==> src/rtl/user_port_pkg.sv <==
// Shared constants and carrier types for the buffered user port.
// Assumes a single 100 MHz clock domain and synchronous pin inputs.
package user_port_pkg;

    // Address window of the command path
    localparam logic [15:0] CMD_WIN_BASE  = 16'h0040;
    localparam logic [15:0] CMD_WIN_LAST  = 16'h007F;
    localparam int          CMD_ADDR_W    = 6;
    localparam int          DATA_W        = 8;

    // Reset values of pin outputs
    localparam logic        RST_SELECT_N  = 1'h1;
    localparam logic        RST_WRITE_N   = 1'h1;
    localparam logic        RST_STROBE_N  = 1'h1;
    localparam logic        RST_DIR_N     = 1'h1;

    // Strobe low width in clocks (10 ns each)
    localparam int          CLK_NS        = 10;
    localparam int          STROBE_NS     = 40;
    localparam logic [3:0]  STROBE_CYC    =
        4'((STROBE_NS + CLK_NS - 1) / CLK_NS);
    localparam logic [3:0]  GAP_CYC       = 4'h1;

    // Processor side command request
    typedef struct packed {
        logic [15:0] addr;
        logic        write;
        logic [7:0]  wdata;
    } cmd_req_t;

    // Command pins toward the user hardware
    typedef struct packed {
        logic                  select_n;
        logic                  write_n;
        logic [CMD_ADDR_W-1:0] addr;
        logic [7:0]            data;
        logic                  data_oe;
    } cmd_pins_t;

endpackage

==> src/rtl/user_port_link.sv <==
// Buffered user port: command path and FIFO byte link to user hardware.
// Assumes a processor side that issues one command request at a time,
// an E clock sampled on clock_in and synchronous pin inputs.
//
// Functional notes
// - Command enable copies processor E clock
// - Select low for window 40 to 7F
// - Write line low for write, high read
// - Six-bit address valid during select
// - Data bus direction follows write line
// - Direction low means FIFO to user
// - Transfer select low once configured
// - Outbound strobe, partner latches byte
// - Inbound strobe, partner drives byte
// - Transfer bus direction follows dir line
`timescale 1ns/10ps
module user_port_link
    import user_port_pkg::*;
(
    // Clock and reset
    input  wire logic              clock_in,
    input  wire logic              rst_n_in,
    // Reset sources
    input  wire logic              manual_reset_n_in,
    input  wire logic              backplane_reset_in,
    // Processor side
    input  wire logic              e_clock_in,
    input  wire logic              cmd_valid_in,
    input  wire cmd_req_t          cmd_req_in,
    output logic                   cmd_done_out,
    output logic [DATA_W-1:0]      cmd_rdata_out,
    output logic                   irq_out,
    // FIFO side
    input  wire logic              xfer_enable_in,
    input  wire logic              xfer_to_user_in,
    input  wire logic              fifo_valid_in,
    input  wire logic [DATA_W-1:0] fifo_data_in,
    output logic                   fifo_pop_out,
    output logic                   fifo_push_out,
    output logic [DATA_W-1:0]      fifo_wdata_out,
    // Command pins
    input  wire logic              user_irq_n_in,
    output logic                   cmd_enable_out,
    output logic                   cmd_reset_n_out,
    output cmd_pins_t              cmd_pins_out,
    input  wire logic [DATA_W-1:0] cmd_data_in,
    // Transfer pins
    output logic                   xfer_dir_n_out,
    output logic                   xfer_select_n_out,
    output logic                   xfer_strobe_n_out,
    input  wire logic              xfer_ready_n_in,
    output logic [DATA_W-1:0]      xfer_data_out,
    output logic                   xfer_data_oe_out,
    input  wire logic [DATA_W-1:0] xfer_data_in
);

    // ********************************************
    // Helpers
    // ********************************************
    function automatic logic in_window(input logic [15:0] a);
        in_window = (a >= CMD_WIN_BASE) && (a <= CMD_WIN_LAST);
    endfunction

    // ********************************************
    // Reset and clock redrive
    // ********************************************
    always_ff @(posedge clock_in)
    begin
        if (!rst_n_in)
        begin
            cmd_reset_n_out <= 1'b0;
            cmd_enable_out  <= 1'b0;
            irq_out         <= 1'b0;
        end
        else
        begin
            // Either source holds the far side in reset
            cmd_reset_n_out <= manual_reset_n_in && !backplane_reset_in;
            cmd_enable_out  <= e_clock_in;
            irq_out         <= !user_irq_n_in;
        end
    end

    // ********************************************
    // Command path
    // ********************************************
    typedef enum logic [1:0] {C_IDLE, C_HOLD, C_END} cmd_state_t;

    cmd_state_t cmd_state_r;
    logic       e_prev_r;
    logic       e_fall;

    assign e_fall = e_prev_r && !e_clock_in;

    always_ff @(posedge clock_in)
    begin
        if (!rst_n_in)
            e_prev_r <= 1'b0;
        else
            e_prev_r <= e_clock_in;
    end

    // Access lasts until the end of the E high phase, like the processor
    always_ff @(posedge clock_in)
    begin
        if (!rst_n_in)
        begin
            cmd_state_r           <= C_IDLE;
            cmd_pins_out.select_n <= RST_SELECT_N;
            cmd_pins_out.write_n  <= RST_WRITE_N;
            cmd_pins_out.addr     <= '0;
            cmd_pins_out.data     <= '0;
            cmd_pins_out.data_oe  <= 1'b0;
            cmd_done_out          <= 1'b0;
            cmd_rdata_out         <= '0;
        end
        else
        begin
            cmd_done_out <= 1'b0;
            case (cmd_state_r)
                C_IDLE:
                begin
                    if (cmd_valid_in && in_window(cmd_req_in.addr))
                    begin
                        cmd_pins_out.select_n <= 1'b0;
                        cmd_pins_out.write_n  <= !cmd_req_in.write;
                        cmd_pins_out.addr     <=
                            cmd_req_in.addr[CMD_ADDR_W-1:0];
                        cmd_pins_out.data     <= cmd_req_in.wdata;
                        cmd_pins_out.data_oe  <= cmd_req_in.write;
                        cmd_state_r           <= C_HOLD;
                    end
                    else if (cmd_valid_in)
                    begin
                        // Outside window: finish with no pin activity
                        cmd_done_out  <= 1'b1;
                        cmd_rdata_out <= '0;
                    end
                end
                C_HOLD:
                begin
                    if (e_fall)
                    begin
                        // Partner drives only on reads
                        if (cmd_pins_out.write_n)
                            cmd_rdata_out <= cmd_data_in;
                        cmd_pins_out.select_n <= 1'b1;
                        cmd_pins_out.data_oe  <= 1'b0;
                        cmd_done_out          <= 1'b1;
                        cmd_state_r           <= C_END;
                    end
                end
                C_END:
                begin
                    // Wait for the request to drop before another
                    if (!cmd_valid_in)
                        cmd_state_r <= C_IDLE;
                end
                default:
                    cmd_state_r <= C_IDLE;
            endcase
        end
    end

    // ********************************************
    // Transfer path
    // ********************************************
    logic strobe_n;
    logic byte_done;
    logic want;
    logic done_d_r;

    // Outbound needs a byte held; inbound always wants one.
    // Pause one clock after a byte: the pop has not reached the FIFO yet,
    // so its valid flag would still count the byte just sent.
    assign want = !done_d_r && (xfer_to_user_in ? fifo_valid_in : 1'b1);

    // Enable gates the start too, so no strobe starts as select drops; a strobe already low still runs its full width
    xfer_strobe_gen u_strobe (
        .clock_in     (clock_in),
        .rst_n_in     (rst_n_in),
        .active_in    (xfer_enable_in && !xfer_select_n_out),
        .want_in      (want),
        .ready_n_in   (xfer_ready_n_in),
        .strobe_n_out (strobe_n),
        .done_out     (byte_done)
    );

    always_ff @(posedge clock_in)
    begin
        if (!rst_n_in)
        begin
            xfer_select_n_out <= RST_SELECT_N;
            xfer_dir_n_out    <= RST_DIR_N;
            xfer_strobe_n_out <= RST_STROBE_N;
            xfer_data_out     <= '0;
            xfer_data_oe_out  <= 1'b0;
            fifo_pop_out      <= 1'b0;
            fifo_push_out     <= 1'b0;
            fifo_wdata_out    <= '0;
            done_d_r          <= 1'b0;
        end
        else
        begin
            xfer_select_n_out <= !xfer_enable_in;
            xfer_dir_n_out    <= !xfer_to_user_in;
            xfer_strobe_n_out <= strobe_n;
            // Bus driven only outbound while selected
            xfer_data_oe_out  <= xfer_enable_in && xfer_to_user_in;
            xfer_data_out     <= fifo_data_in;
            done_d_r          <= byte_done;
            // Outbound byte consumed once ready returns low after strobe
            fifo_pop_out      <= byte_done && !xfer_dir_n_out;
            // Inbound byte on bus once ready returns low
            fifo_push_out     <= byte_done && xfer_dir_n_out;
            if (byte_done)
                fifo_wdata_out <= xfer_data_in;
        end
    end
endmodule

==> src/rtl/xfer_strobe_gen.sv <==
// Data strobe generator for the byte-wide transfer path.
// Assumes ready_n input is synchronous to clock_in.
`timescale 1ns/10ps
module xfer_strobe_gen
    import user_port_pkg::*;
(
    // Clock and reset
    input  wire logic       clock_in,
    input  wire logic       rst_n_in,
    // Control
    input  wire logic       active_in,
    input  wire logic       want_in,
    input  wire logic       ready_n_in,
    // Strobe
    output logic            strobe_n_out,
    output logic            done_out
);

    // ********************************************
    // Strobe sequencer
    // ********************************************
    typedef enum logic [1:0] {S_IDLE, S_LOW, S_WAIT, S_GAP} stb_state_t;

    stb_state_t state_r;
    logic [3:0] cnt_r;

    always_ff @(posedge clock_in)
    begin
        if (!rst_n_in)
        begin
            state_r      <= S_IDLE;
            cnt_r        <= 4'h0;
            strobe_n_out <= RST_STROBE_N;
            done_out     <= 1'b0;
        end
        else
        begin
            done_out <= 1'b0;
            case (state_r)
                S_IDLE:
                begin
                    // Only strobe when partner is ready
                    if (active_in && want_in && !ready_n_in)
                    begin
                        strobe_n_out <= 1'b0;
                        cnt_r        <= STROBE_CYC - 4'h1;
                        state_r      <= S_LOW;
                    end
                end
                S_LOW:
                begin
                    if (cnt_r == 4'h0)
                    begin
                        strobe_n_out <= 1'b1;
                        state_r      <= S_WAIT;
                    end
                    else
                    begin
                        cnt_r <= cnt_r - 4'h1;
                    end
                end
                S_WAIT:
                begin
                    // Partner lowers ready after the strobe
                    if (!ready_n_in)
                    begin
                        done_out <= 1'b1;
                        cnt_r    <= GAP_CYC;
                        state_r  <= S_GAP;
                    end
                end
                S_GAP:
                begin
                    if (cnt_r == 4'h1)
                        state_r <= S_IDLE;
                    else
                        cnt_r <= cnt_r - 4'h1;
                end
                default:
                    state_r <= S_IDLE;
            endcase
        end
    end
endmodule
==> config.mk <==
export PLATFORM = sky130hd
export DESIGN_NAME = user_port_link
export DESIGN_NICKNAME = d
export VERILOG_FILES = /design/src/rtl/user_port_pkg.sv /design/src/rtl/user_port_link.sv /design/src/rtl/xfer_strobe_gen.sv
export SDC_FILE = /design/constraint.sdc
export NUM_CORES = 1
export LEC_CHECK = 0
export ABC_AREA = 1
export BUFFER_PORTS_ARGS = -buffer_cell sky130_fd_sc_hd__buf_2
export CAP_MARGIN = 20
export CELL_PAD_IN_SITES_DETAIL_PLACEMENT = 1
export CELL_PAD_IN_SITES_GLOBAL_PLACEMENT = 1
export CORE_MARGIN = 4
export CORE_UTILIZATION = 33
export DETAILED_ROUTE_END_ITERATION = 16
export GPL_ROUTABILITY_DRIVEN = 0
export PLACE_DENSITY = 0.84
export SLEW_MARGIN = 0
export SYNTH_ARGS = -nofsm -noshare
export SYNTH_HDL_FRONTEND = slang
export SYNTH_SLANG_ARGS = --single-unit
==> constraint.sdc <==
create_clock -name clock_in -period 1.6 [get_ports clock_in]
set_clock_uncertainty 0.1 [all_clocks]
set_input_delay 0.16 -clock clock_in [delete_from_list [all_inputs] [get_ports clock_in]]
set_output_delay 0.16 -clock clock_in [all_outputs]
set_load 0.02 [all_outputs]
==> results by group <==
Global route
  • Largest net degree at the start of global routing: 34
  • Tot GR Track Use: 0.178
  • First-pass GRT wire length: 12900 um
  • Global route total overflow: 0
  • Initial antenna violation count: 0
  • Number of global-route vias before repair: between 2000 and 3000

Worst hold path
  • Min-Delay Path Class: input pin to flip-flop
  • Hold depth: 3

CTS
  • TritonCTS Buffers: 9
  • CTS tree: built
  • Clk buf depth: 2
  • Clock latency on the worst-skew pair: between 300 and 400 ps
  • CTS H-tree depth: 3
  • CTS Sinks: 62
  • Clock transition at path regs: about 70 ps
  • Root buffer cell: clkbuf_8

Timing
  • Final Critical Period: 1510 ps
  • Measured slew at the worst slew-check pin: roughly 350 ps
  • Final Max Slew Viols: 0
  • Final hold violations: 0
  • Final setup viols: 0
  • Setup ws final: 87.4 ps
  • Final period utilization: 0.945
  • Relative slew margins: 0.764
  • FMAX: approximately 660 MHz

Drt
  • Final wirelength: about 8500 um
  • DR iter-0 viols: between 60 and 70
  • Drt wl/cell: 14.5 um
  • Vias: approximately 2700
  • Detailed Routing Iterations Pass 1: 5
  • DRC: 0
  • Antenna-violating nets left: 0
  • Vias per cell: roughly 4.6

Die
  • Die width: 96.5 um
  • Die Ht: 96.5 um
  • Die area: 0.00930 mm2
  • Core area: approximately 0.0074 mm2
  • Initial Util: 0.347
  • Ports: 111
  • Rows: 31

Synth
  • Synthesized area: roughly 0.0026 mm2
  • Synthesis-stage register bit count: 62
  • Syn Nets: 409
  • Largest area contributor in the netlist: dfxtp_1
  • Mapped Cells: between 300 and 400
  • Mapped Avg Cell Area: about 7.6 um2
  • Sequential area share after synthesis: 0.481
  • Synth top area share: 0.481
  • Ys Warns: 0
  • Synth cell types: 26
  • Largest cells by area after synthesis: dfxtp_1 48%, nand2_1 8.4%, nor2_1 7.4%, inv_1 7.0%, nor2_2 4.4%

Cells and area
  • Area of the multi-input gates: about 0.0011 mm2
  • Layout cells sized above 1: 0.348
  • Layout fillers: 970
  • # diodes: 0
  • Final non-filler cell total: between 500 and 600
  • Final nets: roughly 550
  • Layout Area Growth over Synthesis: 47.4%
  • Final core utilization: 0.511
  • Reg area: 0.00124 mm2

Critical path
  • Crit. End Element: flip-flop
  • Critical path required time: about 1800 ps
  • Crit path max fanout: 6
  • CP startpoint kind: input pin
  • Type of the worst setup path: input pin to flip-flop
  • Cells on worst reg2reg path: 8
  • Data arrival time of the worst path: about 1700 ps

Place
  • HPWL after detailed placement: between 5000 and 6000 um
  • IO buf count: 110
  • Cell count after placement: roughly 540
  • Pre-CTS setup slack: -64.6 ps

Power and ir drop
  • Leak: 1.93 nW
  • Max VDD drop: 0.000531 V
  • Power, Total: between 4 and 5 mW
  • Pwr dens: between 1000 and 1500 mW/mm2

Run status
  • Status: finished clean

Job
  • Maxcap violations: 0
-- metal layers --
metal  vias to the layer above  global-route usage  wire length, um
met5                         -                   0                0
li1                       1347                   -                -
met3                        16              0.0573              554
met2                        84               0.337             4560
met4                         0              0.0678              183
met1                      1229               0.181             3230
-- cell usage in the layout, fill, tap and decap left out, drive strengths merged, types with 3 or more instances in the layout --
cell	Yosys	routed
buf	6	117
nor2	70	70
dfxtp	62	62
nand2	60	60
inv	50	50
dlygate4sd3	0	27
o21ai	23	23
a21oi	23	23
nand3	21	21
clkbuf	6	11
ha	7	7
nand4	6	6
or2	3	3
bufinv	0	3
-- per-stage QoR --
stage | setup TNS, ps | area, um2 | hold WS, ps
after floorplan | 0 | 2580 | 122
after global placement | 0 | 3250 | 238
after detailed placement | -114 | 3250 | 238
after CTS | 0 | 3760 | 1.96
after global routing | -180 | 3810 | 12.3
final | 0 | 3810 | 17.0
-- synth_stat cells --
library cell,instances
a21oi_1,22
a21oi_4,1
buf_2,6
clkbuf_1,5
clkbuf_2,1
dfxtp_1,62
ha_1,7
inv_1,48
inv_2,1
inv_6,1
nand2_1,58
nand2_2,1
nand2_4,1
nand3_1,21
nand4_1,5
nand4_2,1
nor2_1,51
nor2_2,18
nor2_8,1
nor3_1,1
nor3_2,1
o211ai_1,2
o21ai_0,21
o21ai_1,2
or2_2,3
xor2_1,1
-- logic make-up (layout without fill, tap and decap cells) --
logic type / count (synthesis) / count (layout) / share of synthesized area
AO/OA/AOI/OAI: 48 / 48 / 0.0993
AND/OR/NAND/NOR: 162 / 162 / 0.287
XOR/XNOR: 1 / 1 / 0.00339
buffers and inverters: 62 / 209 / 0.0954
adder cells (fa/ha/maj): 7 / 7 / 0.0339
flip-flops: 62 / 62 / 0.481
-- registers in the layout, summed over array words and instances (netlist names), 2 cells and up --
name              cells
cmd_rdata_out         8
u_strobe.state_r      2
u_strobe.cnt_r        4
xfer_data_out         8
cmd_pins_out         17
cmd_state_r           2
fifo_wdata_out        8
-- final cells by class --
cell class | instances | area share
flip-flops and latches | 62 | 0.326
well taps | 99 | 0.0325
clock buffers | 11 | 0.0371
repair buffers | 144 | 0.233
inverters | 50 | 0.0506
clock inverters | 4 | 0.0250
multi-input cells | 218 | 0.296
-- worst paths after layout --
kind                                                     start                               end  slack [ps]
worst max-delay path                           xfer_ready_n_in  u_strobe.state_r[0]$_SDFFE_PN0P_          90
worst min-delay path                            cmd_req_in[12]     cmd_pins_out[12]$_SDFFE_PN0P_          20
worst max register to register  u_strobe.cnt_r[0]$_SDFFE_PN0P_    u_strobe.cnt_r[1]$_SDFFE_PN0P_          90
worst min register to register    cmd_pins_out[5]$_SDFFE_PN0P_      cmd_pins_out[5]$_SDFFE_PN0P_         340
-- report_power, final --
group	total [mW]	internal, mW	switching (mW)
Clock	1.64	1.07	0.576
Combinational	1.13	0.443	0.688
Sequential	1.75	1.67	0.0772
-- timing repair --
item / 4_1_cts / 5_1_grt
gates resized for setup: 2 / 9
pin swaps: 0 / 3
setup endpoints to repair: 2 / 6
endpoints found under the hold margin: 27 / 0
hold buffers: 27 / 0
buffers inserted: 0 / 2
-- critical path: stages --
cell           delay (ps)
dlygate4sd3_1         520
buf_2                 140
nor2_1                 90
o211ai_1              140
nand2_1               210
nand2_1                90
nor2_1                150
nor2_1                 60
nor2_1                100
Power figures use the tool's default switching activity.
